--- config.mk ---
export PLATFORM = sky130hd
export DESIGN_NAME = analog_input_scale_trip
export DESIGN_NICKNAME = d
export VERILOG_FILES = /design/src/hw/ain_trip_pkg.sv /design/src/hw/ain_div.sv /design/src/hw/analog_input_scale_trip.sv
export VERILOG_INCLUDE_DIRS = /design/src /design/src/hw
export SDC_FILE = /design/constraint.sdc
export NUM_CORES = 1
export LEC_CHECK = 0
export ABC_CLOCK_PERIOD_IN_PS = 14000
export BUFFER_PORTS_ARGS = -buffer_cell sky130_fd_sc_hd__clkbuf_2
export CORE_ASPECT_RATIO = 0.75
export CORE_MARGIN = 5
export CORE_UTILIZATION = 55
export CTS_BUF_LIST = sky130_fd_sc_hd__clkbuf_16
export DETAILED_ROUTE_END_ITERATION = 10
export HOLD_SLACK_MARGIN = 0.03
export PLACE_DENSITY = 0.73
export SETUP_SLACK_MARGIN = 0.4
export SKIP_LAST_GASP = 1
export SLEW_MARGIN = 20
export SYNTH_ARGS = -nofsm -noshare
export SYNTH_HDL_FRONTEND = slang
export SYNTH_HIERARCHICAL = 1
export SYNTH_SLANG_ARGS = --single-unit
--- constraint.sdc ---
create_clock -name pclk -period 14 [get_ports pclk]
set_clock_uncertainty 0.2 [all_clocks]
set_input_delay 1.4 -clock pclk [delete_from_list [all_inputs] [get_ports pclk]]
set_output_delay 1.4 -clock pclk [all_outputs]
set_load 0.02 [all_outputs]
--- src/hw/ain_trip_defines.svh ---
// ain_trip_defines.svh: offsets, reset values, limits, status bit positions, timing counts
// for the analog input scaling and trip block.
// assumes a 12-bit raw input code where 4095 stands for full scale.
`ifndef AIN_TRIP_DEFINES_SVH
`define AIN_TRIP_DEFINES_SVH

// -----------------------------------------------------------------
// register byte offsets
// -----------------------------------------------------------------
`define ADDR_TRIP_TYPE   12'h000
`define ADDR_TRIP_LEVEL  12'h004
`define ADDR_TRIP_DELAY  12'h008
`define ADDR_SPAN        12'h00c
`define ADDR_OFFSET      12'h010
`define ADDR_READING     12'h014
`define ADDR_LIVE        12'h018
`define ADDR_INT_STATUS  12'h01c
`define ADDR_INT_CLEAR   12'h020
`define ADDR_INT_ENABLE  12'h024

// -----------------------------------------------------------------
// reset values and limits
// -----------------------------------------------------------------
`define LEVEL_RST        7'd50
`define LEVEL_MAX        7'd100
`define DELAY_RST        10'd1
`define DELAY_MIN        10'd1
`define DELAY_MAX        10'd900
`define SPAN_RST         7'd100
`define SPAN_MIN         7'd1
`define SPAN_MAX         7'd100
`define OFFSET_RST       7'd0
`define OFFSET_MAX       7'd99
`define PCT_FULL         7'd100
`define FS_CODE          12'd4095

// -----------------------------------------------------------------
// status bit positions and timing
// -----------------------------------------------------------------
`define STS_TRIP         0
`define STS_ONSET        1
`define CLK_PERIOD_NS    25
`define DELAY_STEP_NS    100000000
`define DIV_STEPS        5'd26

`endif

--- src/hw/ain_trip_pkg.sv ---
// ain_trip_pkg: types shared by the analog input trip block.
// assumes ain_trip_defines.svh for the numbers.
package ain_trip_pkg;

   // trip comparator mode
   typedef enum logic [1:0] {
      TRIP_OFF  = 2'b00,
      TRIP_LOW  = 2'b01,
      TRIP_HIGH = 2'b10
   } trip_type_t;

   // divider sequencer
   typedef enum logic {
      DIV_IDLE = 1'b0,
      DIV_RUN  = 1'b1
   } div_state_t;

   // software settings
   typedef struct packed {
      trip_type_t  ttype;
      logic [6:0]  level;
      logic [9:0]  delay;
      logic [6:0]  span;
      logic [6:0]  offset;
   } cfg_t;

endpackage : ain_trip_pkg

--- src/hw/ain_div.sv ---
// ain_div: serial restoring divider, one quotient bit per clock.
// assumes den is never zero while start is high.
`timescale 1ns/1ps
`include "ain_trip_defines.svh"

module ain_div
   import ain_trip_pkg::*;
(
   input  wire logic        pclk,    // system clock
   input  wire logic        presetn, // async reset, low
   input  wire logic        start,   // begin when idle
   input  wire logic [25:0] num,     // dividend
   input  wire logic [18:0] den,     // divisor
   output logic             busy,    // division running
   output logic             done,    // one-cycle result strobe
   output logic [25:0]      quot     // quotient
);

   div_state_t  st_r;
   logic [18:0] rem_r;
   logic [18:0] den_r;
   logic [25:0] num_r;
   logic [4:0]  cnt_r;
   logic [19:0] rem_sh;

   assign rem_sh = {rem_r, quot[25]};
   assign busy   = (st_r == DIV_RUN);

   // -----------------------------------------------------------------
   // sequencer and datapath
   // -----------------------------------------------------------------
   // quotient by restoring steps
   always_ff @(posedge pclk or negedge presetn) begin
      if (!presetn) begin
         st_r  <= DIV_IDLE;
         rem_r <= 19'h0;
         den_r <= 19'h0;
         num_r <= 26'h0;
         quot  <= 26'h0;
         cnt_r <= 5'h0;
         done  <= 1'b0;
      end else begin
         done <= 1'b0;
         case (st_r)
            DIV_IDLE: begin
               if (start) begin
                  rem_r <= 19'h0;
                  den_r <= den;
                  num_r <= num;
                  quot  <= num;
                  cnt_r <= `DIV_STEPS;
                  st_r  <= DIV_RUN;
               end
            end
            DIV_RUN: begin
               if (rem_sh >= {1'b0, den_r}) begin
                  rem_r <= 19'(rem_sh - {1'b0, den_r});
                  quot  <= {quot[24:0], 1'b1};
               end else begin
                  rem_r <= rem_sh[18:0];
                  quot  <= {quot[24:0], 1'b0};
               end
               cnt_r <= cnt_r - 5'd1;
               if (cnt_r == 5'd1) begin
                  st_r <= DIV_IDLE;
                  done <= 1'b1;
               end
            end
            default: st_r <= DIV_IDLE;
         endcase
      end
   end

   // -----------------------------------------------------------------
   // checks
   // -----------------------------------------------------------------
   logic [45:0] lo_prod;
   logic [45:0] hi_prod;
   assign lo_prod = 46'(quot) * 46'(den_r);
   assign hi_prod = lo_prod + 46'(den_r);
endmodule : ain_div

--- src/hw/analog_input_scale_trip.sv ---
// analog_input_scale_trip: scales one raw analog input to 0..100 percent
// and runs a low or high trip comparator with a persistence delay.
// assumes raw_in and motor_run are synchronous to pclk and an apb master.
`timescale 1ns/1ps
`include "ain_trip_defines.svh"

module analog_input_scale_trip
   import ain_trip_pkg::*;
#(
   parameter int unsigned TICK_CYC = `DELAY_STEP_NS / `CLK_PERIOD_NS
)(
   input  wire logic        pclk,       // system clock, 40 MHz
   input  wire logic        presetn,    // async reset, low
   input  wire logic [11:0] paddr,      // apb byte address
   input  wire logic        psel,       // apb select
   input  wire logic        penable,    // apb access phase
   input  wire logic        pwrite,     // apb direction
   input  wire logic [31:0] pwdata,     // apb write data
   output logic      [31:0] prdata,     // apb read data
   output logic             pready,     // apb ready
   output logic             pslverr,    // apb error
   input  wire logic [11:0] raw_in,     // raw code, 4095 full scale
   input  wire logic        motor_run,  // motor running
   output logic             irq,        // level interrupt
   output logic             trip_fault, // trip declared, sticky
   output logic      [6:0]  reading     // scaled percent
);

   // -----------------------------------------------------------------
   // declarations
   // -----------------------------------------------------------------
   cfg_t        cfg_r;
   logic [31:0] prdata_r;
   logic [31:0] rd_nxt;
   logic        pready_r;
   logic        pslverr_r;
   logic        hit_nxt;
   logic        wr_en;
   logic [1:0]  sts_r;
   logic [1:0]  sts_nxt;
   logic [1:0]  en_r;
   logic        irq_r;
   logic [6:0]  reading_r;
   logic        cond_r;
   logic        cond_nxt;
   logic        tripped_r;
   logic [21:0] pre_r;
   logic [9:0]  tcnt_r;
   logic        ev_trip;
   logic        ev_onset;
   logic [18:0] raw_x100;
   logic [18:0] lvl_fs;
   logic [18:0] off_fs;
   logic [18:0] diff;
   logic [25:0] div_num;
   logic [18:0] div_den;
   logic        div_busy;
   logic        div_done;
   logic [25:0] div_q;

   assign prdata     = prdata_r;
   assign pready     = pready_r;
   assign pslverr    = pslverr_r;
   assign irq        = irq_r;
   assign trip_fault = sts_r[`STS_TRIP];
   assign reading    = reading_r;

   // -----------------------------------------------------------------
   // apb slave: answer in the cycle after setup
   // -----------------------------------------------------------------
   // write takes effect at the edge that completes the access
   assign wr_en = psel && penable && pready_r && pwrite;

   // read mux and address decode
   always_comb begin
      rd_nxt  = 32'h0;
      hit_nxt = 1'b1;
      case (paddr)
         `ADDR_TRIP_TYPE:  rd_nxt[1:0] = cfg_r.ttype;
         `ADDR_TRIP_LEVEL: rd_nxt[6:0] = cfg_r.level;
         `ADDR_TRIP_DELAY: rd_nxt[9:0] = cfg_r.delay;
         `ADDR_SPAN:       rd_nxt[6:0] = cfg_r.span;
         `ADDR_OFFSET:     rd_nxt[6:0] = cfg_r.offset;
         `ADDR_READING:    rd_nxt[6:0] = reading_r;
         `ADDR_LIVE: begin
            rd_nxt[0]     = cond_r;
            rd_nxt[1]     = tripped_r;
            rd_nxt[2]     = motor_run;
            rd_nxt[27:16] = raw_in;
         end
         `ADDR_INT_STATUS: rd_nxt[1:0] = sts_r;
         `ADDR_INT_CLEAR:  rd_nxt      = 32'h0;
         `ADDR_INT_ENABLE: rd_nxt[1:0] = en_r;
         default:          hit_nxt     = 1'b0;
      endcase
   end

   // handshake and read data, captured at the end of setup
   always_ff @(posedge pclk or negedge presetn) begin
      if (!presetn) begin
         pready_r  <= 1'b0;
         pslverr_r <= 1'b0;
         prdata_r  <= 32'h0;
      end else begin
         pready_r  <= psel && !penable && !pready_r;
         pslverr_r <= psel && !penable && !pready_r && !hit_nxt;
         if (psel && !penable && !pwrite)
            prdata_r <= rd_nxt;
         else if (pready_r)
            prdata_r <= 32'h0;
      end
   end

   // -----------------------------------------------------------------
   // settings, written values held inside their ranges
   // -----------------------------------------------------------------
   always_ff @(posedge pclk or negedge presetn) begin
      if (!presetn) begin
         cfg_r.ttype  <= TRIP_OFF;
         cfg_r.level  <= `LEVEL_RST;
         cfg_r.delay  <= `DELAY_RST;
         cfg_r.span   <= `SPAN_RST;
         cfg_r.offset <= `OFFSET_RST;
         en_r         <= 2'h0;
      end else if (wr_en) begin
         case (paddr)
            `ADDR_TRIP_TYPE: begin
               if (pwdata[1:0] == 2'b11)
                  cfg_r.ttype <= TRIP_OFF;
               else
                  cfg_r.ttype <= trip_type_t'(pwdata[1:0]);
            end
            `ADDR_TRIP_LEVEL: begin
               if (pwdata[31:0] > 32'(`LEVEL_MAX))
                  cfg_r.level <= `LEVEL_MAX;
               else
                  cfg_r.level <= pwdata[6:0];
            end
            // delay held in 0.1 s steps
            `ADDR_TRIP_DELAY: begin
               if (pwdata[31:0] > 32'(`DELAY_MAX))
                  cfg_r.delay <= `DELAY_MAX;
               else if (pwdata[31:0] < 32'(`DELAY_MIN))
                  cfg_r.delay <= `DELAY_MIN;
               else
                  cfg_r.delay <= pwdata[9:0];
            end
            `ADDR_SPAN: begin
               if (pwdata[31:0] > 32'(`SPAN_MAX))
                  cfg_r.span <= `SPAN_MAX;
               else if (pwdata[31:0] < 32'(`SPAN_MIN))
                  cfg_r.span <= `SPAN_MIN;
               else
                  cfg_r.span <= pwdata[6:0];
            end
            `ADDR_OFFSET: begin
               if (pwdata[31:0] > 32'(`OFFSET_MAX))
                  cfg_r.offset <= `OFFSET_MAX;
               else
                  cfg_r.offset <= pwdata[6:0];
            end
            `ADDR_INT_ENABLE: en_r <= pwdata[1:0];
            default: ;
         endcase
      end
   end

   // -----------------------------------------------------------------
   // trip comparator on the raw input
   // -----------------------------------------------------------------
   // both sides in percent times full-scale code
   assign raw_x100 = 19'(raw_in) * 19'(`PCT_FULL);
   assign lvl_fs   = 19'(cfg_r.level) * 19'(`FS_CODE);

   always_comb begin
      cond_nxt = 1'b0;
      if (motor_run) begin
         case (cfg_r.ttype)
            TRIP_LOW:  cond_nxt = raw_x100 < lvl_fs;
            TRIP_HIGH: cond_nxt = raw_x100 > lvl_fs;
            default:   cond_nxt = 1'b0;
         endcase
      end
   end

   // condition register
   always_ff @(posedge pclk or negedge presetn) begin
      if (!presetn)
         cond_r <= 1'b0;
      else
         cond_r <= cond_nxt;
   end

   // -----------------------------------------------------------------
   // persistence timer, restarts whenever the condition drops
   // -----------------------------------------------------------------
   // count whole 0.1 s steps of unbroken condition
   always_ff @(posedge pclk or negedge presetn) begin
      if (!presetn) begin
         pre_r  <= 22'h0;
         tcnt_r <= 10'h0;
      end else if (!cond_r) begin
         pre_r  <= 22'h0;
         tcnt_r <= 10'h0;
      end else if (tcnt_r < cfg_r.delay) begin
         if (pre_r == 22'(TICK_CYC - 1)) begin
            pre_r  <= 22'h0;
            tcnt_r <= tcnt_r + 10'd1;
         end else begin
            pre_r <= pre_r + 22'd1;
         end
      end
   end

   assign ev_trip  = cond_r && !tripped_r && (tcnt_r >= cfg_r.delay);
   assign ev_onset = cond_nxt && !cond_r;

   always_ff @(posedge pclk or negedge presetn) begin
      if (!presetn)
         tripped_r <= 1'b0;
      else if (!cond_r)
         tripped_r <= 1'b0;
      else if (ev_trip)
         tripped_r <= 1'b1;
   end

   // -----------------------------------------------------------------
   // sticky status, clear register, interrupt
   // -----------------------------------------------------------------
   // set wins over a clear in the same cycle
   always_comb begin
      sts_nxt = sts_r;
      if (wr_en && (paddr == `ADDR_INT_CLEAR))
         sts_nxt = sts_r & ~pwdata[1:0];
      if (ev_trip)
         sts_nxt[`STS_TRIP] = 1'b1;
      if (ev_onset)
         sts_nxt[`STS_ONSET] = 1'b1;
   end

   always_ff @(posedge pclk or negedge presetn) begin
      if (!presetn) begin
         sts_r <= 2'h0;
         irq_r <= 1'b0;
      end else begin
         sts_r <= sts_nxt;
         irq_r <= |(sts_nxt & en_r);
      end
   end

   // -----------------------------------------------------------------
   // scaling: (raw pct - offset) * 100 / span
   // -----------------------------------------------------------------
   // input at the offset gives zero
   assign off_fs = 19'(cfg_r.offset) * 19'(`FS_CODE);
   // below offset feeds a zero dividend
   assign diff   = (raw_x100 > off_fs) ? 19'(raw_x100 - off_fs) : 19'h0;
   // numerator and denominator share the full-scale unit
   assign div_num = 26'(diff) * 26'(`PCT_FULL);
   assign div_den = 19'(cfg_r.span) * 19'(`FS_CODE);

   ain_div u_div (
      .pclk    (pclk),
      .presetn (presetn),
      .start   (!div_busy),
      .num     (div_num),
      .den     (div_den),
      .busy    (div_busy),
      .done    (div_done),
      .quot    (div_q)
   );

   // clamp the quotient at full reading
   always_ff @(posedge pclk or negedge presetn) begin
      if (!presetn)
         reading_r <= 7'h0;
      else if (div_done)
         reading_r <= (div_q > 26'(`PCT_FULL)) ? `PCT_FULL : div_q[6:0];
   end
endmodule : analog_input_scale_trip

==> results of run 1 <==
[power groups by stage]
| stage | clock, mW | combinational (mW) | sequential (mW) |
|---|---|---|---|
| 6_report | 0.491 | 1.88 | 0.619 |
| 5_1_grt | 0.522 | 2.14 | 0.627 |
| 4_1_cts | 0.499 | 1.88 | 0.618 |
| 3_5_place_dp | 0 | 1.87 | 0.625 |
| 3_3_place_gp | 0 | 1.80 | 0.625 |
| 2_1_floorplan | 0 | 1.47 | 0.609 |
[how the worst min path moves through the flow]
stage | end | slack, ns
final | u_div/done | 0.30
after global placement | pre_r[12] | 0.28
after detailed placement | pre_r[12] | 0.29
after global routing | prdata[21] | 0.32
after floorplan | pre_r[12] | 0.25
after CTS | pre_r[12] | 0.30
[cells in the mapped netlist (all sizes together) (18+ instances only)]
master and number:
a21o 43, a21oi 101, a22oi 18, and2 23, and3 20, buf 20
clkbuf 40, dfrtp 167, fa 86, ha 284, inv 253, mux2i 46
nand2 169, nand2b 31, nand3 46, nor2 105, nor2b 25, nor3 44
o21a 22, o21ai 173, o31ai 21, xnor2 72, xor2 38
[critical path: cells and delay by family (launching register included)]
family / cells / cell delay (ns)
compound gates: 13 / 2.99
xor+xnor: 2 / 0.23
fa+ha+maj: 10 / 4.32
buf+inv: 6 / 0.39
flops: 1 / 0.48
mux: 1 / 0.09
simple gates: 7 / 1.42
[stage by stage]
| stage | utilization [%] | area, µm² | instances | hold slack [ns] |
|---|---|---|---|---|
| after floorplan | - | 18500 | 2093 | 0.254 |
| after global placement | 58.1 | 19300 | 2585 | 0.278 |
| after detailed placement | 58.1 | 19300 | 2585 | 0.288 |
| after CTS | 59.9 | 19900 | 2617 | 0.299 |
| after global routing | 59.9 | 19900 | 2617 | 0.316 |
| final | 59.9 | 19900 | 2617 | 0.296 |
[metal layers]
| metal | global-route usage [%] | part of all wire [%] |
|---|---|---|
| met2 | 35.7 | 42 |
| met5 | 0 | 0 |
| met3 | 4.77 | 6.0 |
| met1 | 36.6 | 50 |
| met4 | 6.08 | 1.6 |
[state kept, by name (all words and copies together), names as in the netlist]
name	flops
cfg_r	33
cond_r	1
en_r	2
irq	1
prdata	22
pre_r	22
pready	1
pslverr	1
reading	7
sts_r	2
tcnt_r	10
tripped_r	1
u_div/busy	1
u_div/cnt_r	5
u_div/den_r	19
u_div/done	1
u_div/quot	26
u_div/rem_r	19
[area by class of cell]
type | instances | share of cell area, %
Clock inverter | 15 | 0.884
Timing Repair Buffer | 102 | 2.69
Tap cell | 450 | 2.82
Clock buffer | 17 | 2.13
Inverter | 253 | 4.76
Sequential cell | 174 | 21.9
Multi-Input combinational cell | 1606 | 64.8
[placed cells by master, fill, tap and decap left out, types with 11 or more instances in the layout]
cell type                     n
sky130_fd_sc_hd__a211oi_1    15
sky130_fd_sc_hd__a21o_1      42
sky130_fd_sc_hd__a21oi_1    101
sky130_fd_sc_hd__a22o_1      17
sky130_fd_sc_hd__a22oi_1     17
sky130_fd_sc_hd__a31oi_1     11
sky130_fd_sc_hd__and2_1      23
sky130_fd_sc_hd__and3_1      18
sky130_fd_sc_hd__and4_1      11
sky130_fd_sc_hd__clkbuf_16   17
sky130_fd_sc_hd__clkbuf_2    93
sky130_fd_sc_hd__conb_1      12
sky130_fd_sc_hd__dfrtp_1    166
sky130_fd_sc_hd__fa_1        86
sky130_fd_sc_hd__ha_1       284
sky130_fd_sc_hd__inv_1      253
sky130_fd_sc_hd__mux2i_1     46
sky130_fd_sc_hd__nand2_1    168
sky130_fd_sc_hd__nand2b_1    31
sky130_fd_sc_hd__nand3_1     46
sky130_fd_sc_hd__nand4_1     15
sky130_fd_sc_hd__nor2_1     104
sky130_fd_sc_hd__nor2b_1     24
sky130_fd_sc_hd__nor3_1      43
sky130_fd_sc_hd__nor4_1      14
sky130_fd_sc_hd__o21a_1      22
sky130_fd_sc_hd__o21ai_0    162
sky130_fd_sc_hd__o21ai_1     11
sky130_fd_sc_hd__o21bai_1    12
sky130_fd_sc_hd__o31ai_1     21
sky130_fd_sc_hd__xnor2_1     72
sky130_fd_sc_hd__xor2_1      38
[kinds of logic (layout without fill, tap and decap cells)]
| logic type | Yosys count | in the layout |
|---|---|---|
| compound gates | 515 | 515 |
| xor+xnor | 110 | 110 |
| fa+ha+maj | 370 | 370 |
| buf+inv | 313 | 387 |
| flops | 174 | 174 |
| mux | 53 | 53 |
| other cells | 1 | 12 |
| simple gates | 546 | 546 |
==> impl_summary.txt, run 1 <==
----------------------------------------------------
[Outcome]
  Result of the run ... finished, final reports clean

[Setup path]
  Type of the worst setup path ... reg -> reg
  Worst-path fanout max ... 9
  Source of the worst register-to-register timing path ... cfg_r[5]
  Slowest cell on the critical path ... sky130_fd_sc_hd__o41ai_1
  Critical path launch point ... cfg_r[5]
  Category of the worst setup path launch point ... flop
  Critical path endpoint ... u_div/quot[23]
  Most frequent cell on the critical path ... sky130_fd_sc_hd__inv_1
  Worst reg2reg path depth ... 39
  Arrival time of the worst setup path ... slightly above 10 ns
  Stage delay of the slowest cell on the critical path ... around 0.65 ns
  Required time reported for the critical path endpoint ... between 10 and 15 ns
  Register-to-register path setup slack ... about 3.8 ns
  End of the worst register-to-register path ... u_div/quot[23]
  Crit path capture type ... flop

[Logic synthesis]
  Adder-cell share of the synthesized area ... 28.5%
  Cell taking the most area after synthesis ... sky130_fd_sc_hd__dfrtp_1
  Dominant combinational cell family by area after synthesis ... adder cells
  Post-synthesis simple-gate area fraction ... between 10 and 15%
  Number of flops mapped to enable cells by yosys ... 0
  Post-synthesis cell type count ... 87
  Main flop type after synthesis ... sky130_fd_sc_hd__dfrtp_1
  Synth Area in Compound Gates ... ~18%
  Synth Area per Inst ... 8.87 µm²
  Area share of the leading cell type in the synthesized netlist ... a little under a quarter
  YS warnings ... 6
  Sequential element share of the synthesized area ... a little under a quarter
  Top cells by area in the synthesized netlist ... sky130_fd_sc_hd__dfrtp_1, sky130_fd_sc_hd__ha_1, sky130_fd_sc_hd__fa_1, sky130_fd_sc_hd__inv_1, sky130_fd_sc_hd__o21ai_0
  Post-synthesis mux area share ... a little under 3%
  Number of flip-flops and latches in the synthesized netlist ... 174
  Synthesized cell area ... approximately 0.018 mm²
  Number of cells produced by synthesis ... 2082
  Proportion of register bits with asynchronous set or reset after synthesis ... between 90% and 100%
  Fraction of synthesized cell area in xor and xnor cells ... roughly 5.2%

[Hold path]
  Startpoint of the lowest-slack hold path ... u_div/cnt_r[4]
  Hold Crit Class ... reg -> reg
  Number of cells on the worst hold path ... 1

[Drt]
  DRT Pass-1 Iters ... 7
  Routed vias/inst ... between 5 and 6
  Total number of vias ... around 15000
  Remaining routing DRC violations ... 0
  Iteration-0 DRC Markers ... 1152
  Number of routed nets with antenna violations ... 0
  Detailed-route wire length per cell ... 17.4 µm
  Routed Wire Length ... between 40000 and 50000 µm

[Clock network]
  Clk buf depth ... 2
  Total clock buffers created by CTS ... 17
  Clock latency on the worst-skew pair ... about 0.45 ns
  Clock transition at the registers of the reported paths ... around 0.07 ns
  # clock sinks ... 174
  Post-CTS Hold Fix Bufs ... 0
  Clock tree from TritonCTS ... yes
  H-tree level count ... 4
  Root Buffer ... sky130_fd_sc_hd__clkbuf_16
  Number of gates given a new drive strength after cts ... 0
  Post-CTS setup repair buffer count ... 0

[Power]
  Power per Cell Area ... ~150 mW/mm²
  Sequential share of power ... 20.7%
  Cell-internal power ... 1.59 mW
  P_leak ... slightly above 10 nW
  Maximum resistive drop on vdd ... about 0.00019 V
  Comb power frac ... between 60 and 70%
  Share of total power in the clock network ... between 15 and 20%
  Total chip power ... roughly 3 mW
  Switching fraction of total power ... 46.6%
  Power dissipated by switching net loads ... between 1 and 1.5 mW

[Layout]
  Total area of sequential cells ... 0.00436 mm²
  Nets@finish ... between 2000 and 3000
  Filler cells ... slightly below 3000
  Syn-to-layout area delta ... 7.95%
  Area used by multi-input combinational logic ... around 0.013 mm²
  Share of layout cells above drive strength 1 ... under 10%
  # diodes ... 0

[STA]
  Highest achievable clock rate ... 0.0978 GHz
  Transition time at the pin with the least slew margin ... 0.986 ns
  Crit path time final ... approximately 10 ns
  Final worst-path cycle share ... 73.0%
  Unrepaired setup endpoints after global routing ... no
  Max-slew headroom ... 34.2%
  Post-route setup TNS ... 0 ns
  Final number of hold-violating endpoints ... 0
  Final setup viols ... 0
  Final setup margin ... between 3 and 4 ns
  Final Slew Violations ... 0

[Global route]
  Grt total ovfl ... 0
  Pin count of the biggest net entering global routing ... 73
  Initial antenna violation count ... 0
  Overall Global Routing Usage ... between 20 and 25%
  Global-route wire length before repair ... about 75000 µm
  Number of global-route vias before repair ... around 15000

[Job]
  MaxCap Viol Count ... 0

[Die]
  Initial cell density of the core ... a little under three fifths
  Core ar. ... 0.0333 mm²
  Width of the chip ... between 200 and 250 µm
  Height of the chip ... between 150 and 200 µm
  Boundary Pins ... 105
  Area of the die ... approximately 0.037 mm²
  Row count ... 58

[Place]
  Final estimated routing congestion in global placement ... between 0.9 and 1
  DP Worst Slack ... between 3 and 4 ns
  Input/output buffers ... 94
  HPWL after DPL ... 36500 µm

----------------------------------------------------
(Power assumes the default switching activity.)
==> inputs of run 2 (changes only) <==
ABC_AREA = 1   (was default)
ABC_CLOCK_PERIOD_IN_PS = 9000   (was 14000)
PLACE_DENSITY = 0.76   (was 0.73)
clock period = 9 ns   (was 14 ns; I/O delays follow)
==> run 2 against run 1 <==
Against the previous run: combinational power fell by 51%; die area rose by 6.1%; wire length rose by 14%; worst setup slack got worse by 3.0 ns; maximum frequency rose by 24%; sequential power rose by 33%; critical path depth fell by 2.
==> impl_summary.txt, run 2 <==
----------------------------------------------------
[STA]
  Post-route setup TNS ... 0 ns (unchanged)
  Transition time at the pin with the least slew margin ... 0.972 ns (-0.0148 ns)
  Max-slew headroom ... 35.2% (+0.99 points)
  Final setup viols ... 0 (unchanged)
  Final worst-path cycle share ... 91.4% (+18 points)
  Crit path time final ... 8.23 ns (-2.00 ns)
  Unrepaired setup endpoints after global routing ... yes
  Highest achievable clock rate ... 0.122 GHz (+24%)
  Final number of hold-violating endpoints ... 0 (unchanged)
  Final Slew Violations ... 0 (unchanged)

[Global route]
  Pin count of the biggest net entering global routing ... 99 (+36%)
  Global-route wire length before repair ... 85900 µm (+14%)
  Overall Global Routing Usage ... 26.1% (+1.9 points)
  Initial antenna violation count ... 0 (unchanged)
  Number of global-route vias before repair ... 17400 (+17%)
  Grt total ovfl ... 0 (unchanged)

[Hold path]
  Hold Crit Class ... reg -> reg
  Startpoint of the lowest-slack hold path ... prdata[0]

[Clock network]
  Post-CTS Hold Fix Bufs ... 0 (unchanged)
  Total clock buffers created by CTS ... 17 (unchanged)
  # clock sinks ... 174 (unchanged)
  Clock tree from TritonCTS ... yes
  Clock transition at the registers of the reported paths ... 0.08 ns (about the same)
  Root Buffer ... sky130_fd_sc_hd__clkbuf_16
  H-tree level count ... 4 (unchanged)
  Clk buf depth ... 2 (unchanged)
  Clock latency on the worst-skew pair ... 0.46 ns (about the same)

[Layout]
  Leading cell type in the layout, fill and taps excluded ... sky130_fd_sc_hd__nand2_1
  Commonest cells after routing, fill and taps aside ... sky130_fd_sc_hd__nand2_1, sky130_fd_sc_hd__inv_1, sky130_fd_sc_hd__ha_1
  Top register by number of flip-flops ... cfg_r
  Share of layout cells above drive strength 1 ... 10.5% (+2.0 points)
  Syn-to-layout area delta ... 10.2%
  Filler cells ... 3203 (+10%)
  Final standard cell area without fillers ... 0.0217 mm² (+8.6%)
  Number of flip-flops under the largest register name ... 33 (unchanged)
  Nets@finish ... 3168 (+23%)
  # diodes ... 0 (unchanged)
  Area used by multi-input combinational logic ... 0.0137 mm² (+5.6%)
  Total area of sequential cells ... 0.00437 mm² (about the same)
  Top Registers ... cfg_r (33), u_div/quot (26)

[Setup path]
  Source of the worst register-to-register timing path ... cfg_r[2]
  Category of the worst setup path launch point ... flop
  Critical path endpoint ... u_div/quot[25]
  Crit path capture type ... flop
  Most frequent cell on the critical path ... sky130_fd_sc_hd__inv_1
  Type of the worst setup path ... reg -> reg
  Slowest cell on the critical path ... sky130_fd_sc_hd__fa_2
  Arrival time of the worst setup path ... 8.39 ns (-2.00 ns)
  Stage delay of the slowest cell on the critical path ... 0.64 ns (about the same)
  Worst reg2reg path depth ... 37 (-5.1%)
  Required time reported for the critical path endpoint ... 9.16 ns (-5.01 ns)
  Critical path launch point ... cfg_r[2]
  Register-to-register path setup slack ... 0.77 ns (-3.00 ns)
  End of the worst register-to-register path ... u_div/quot[25]
  Worst-path fanout max ... 8 (-1)

[Logic synthesis]
  Area share of the leading cell type in the synthesized netlist ... 21.3% (-1.4 points)
  Proportion of register bits with asynchronous set or reset after synthesis ... 100% (unchanged)
  Main flop type after synthesis ... sky130_fd_sc_hd__dfrtp_1
  Synth Area per Inst ... 7.48 µm² (-16%)
  Most repeated cell in the gate-level netlist after synthesis ... sky130_fd_sc_hd__nand2_1
  Top cells by area in the synthesized netlist ... sky130_fd_sc_hd__dfrtp_1, sky130_fd_sc_hd__ha_1, sky130_fd_sc_hd__nand2_1, sky130_fd_sc_hd__fa_1, sky130_fd_sc_hd__inv_1
  Number of flops mapped to enable cells by yosys ... 0 (unchanged)
  Number of flip-flops and latches in the synthesized netlist ... 174 (unchanged)
  Top cells by count, synth ... sky130_fd_sc_hd__nand2_1, sky130_fd_sc_hd__inv_1, sky130_fd_sc_hd__ha_1
  Cell taking the most area after synthesis ... sky130_fd_sc_hd__dfrtp_1
  Number of cells produced by synthesis ... 2628 (+26%)
  Sequential element share of the synthesized area ... 22.2% (-1.4 points)
  Post-synthesis cell type count ... 62 (-29%)
  Synthesized cell area ... 0.0197 mm² (+6.4%)
  YS warnings ... 6 (unchanged)

[Drt]
  Detailed-route wire length per cell ... 16.2 µm (-7.1%)
  DRT Pass-1 Iters ... 7 (unchanged)
  Routed Wire Length ... 52000 µm (+14%)
  Routed vias/inst ... 5.59 (-4.7%)
  Remaining routing DRC violations ... 0 (unchanged)
  Iteration-0 DRC Markers ... 1300 (+13%)
  Total number of vias ... 18000 (+17%)
  Number of routed nets with antenna violations ... 0 (unchanged)

[Outcome]
  Result of the run ... finished, final reports clean

[Power]
  Total chip power ... 2.51 mW (-16%)
  Maximum resistive drop on vdd ... 0.000113 V (-39%)
  P_leak ... 11.7 nW (+15%)
  Power per Cell Area ... 116 mW/mm² (-23%)

[Die]
  Height of the chip ... 174 µm (+3.0%)
  Initial cell density of the core ... 55.2% (-0.22 points)
  Area of the die ... 0.0397 mm² (+6.1%)
  Core ar. ... 0.0356 mm² (+6.8%)
  Width of the chip ... 228 µm (+3.0%)
  Row count ... 60 (+3.4%)
  Boundary Pins ... 105 (unchanged)

[Place]
  HPWL after DPL ... 42000 µm (+15%)
  Input/output buffers ... 94 (unchanged)
  Area after DPL ... 0.0206 mm² (+6.6%)
  Final estimated routing congestion in global placement ... 0.964 (+0.42%)

[Job]
  MaxCap Viol Count ... 0 (unchanged)

----------------------------------------------------
==> run 2: power by group <==
group          total, mW  internal, mW  switching (mW)
logic              0.912         0.316           0.596
clock network      0.770         0.380           0.390
registers          0.823         0.805          0.0182
==> run 2: cells by family after synthesis <==
group           count (synthesis)  share of synthesized area (%)
other cells                     1                         0.0191
simple gates                 1058                           23.8
flops                         174                           22.2
fa+ha+maj                     370                           26.8
buf+inv                       507                           10.2
xor+xnor                      116                           5.17
compound gates                402                           11.9
==> run 2: how the worst min path moves through the flow <==
stage,to,cells after the start
final,prdata[0],2
after global routing,prdata[0],2
after CTS,u_div/cnt_r[4],1
after detailed placement,prdata[5],2
after global placement,prdata[5],2
after floorplan,u_div/cnt_r[4],1
==> run 2: worst max-delay path: cells and delay by family, from the launching register on <==
kind	cells	cell delay (ns)
adder cells (fa/ha/maj)	10	4.07
flip-flops	1	0.43
buffers and inverters	9	0.74
XOR/XNOR	3	0.53
AO/OA/AOI/OAI	2	0.17
AND/OR/NAND/NOR	13	1.98
==> run 2: repair_timing <==
action | 4_1_cts | 5_1_grt
resized for setup | 17 | 74
endpoints found under the setup margin | 12 | 17
pin swaps | 1 | 17
buffers inserted | 0 | 14
gates cloned | 0 | 0
==> run 2: stage by stage <==
stage	hold WS [ns]	utilization [%]	setup WS, ns	instances
after floorplan	0.243	-	0.823	2639
after global placement	0.267	57.9	0.298	3168
after detailed placement	0.270	57.9	0.144	3168
after CTS	0.296	59.8	0.410	3200
after global routing	0.323	60.9	0.305	3214
final	0.295	60.9	0.774	3214
==> run 2: cell type report <==
type,count,area share (%)
inverters,463,8.09
repair buffers,122,3.23
multi-input cells,1958,63.0
clock buffers,17,1.96
well taps,465,2.69
clock inverters,15,0.832
flip-flops and latches,174,20.2
==> run 2: layer usage <==
layer	up-vias	share of wire, %	track usage (%)
met5	-	0	0
met4	0	2.1	5.64
met3	77	8.1	5.27
met2	647	43	40.1
met1	8488	47	38.2
li1	8751	-	-
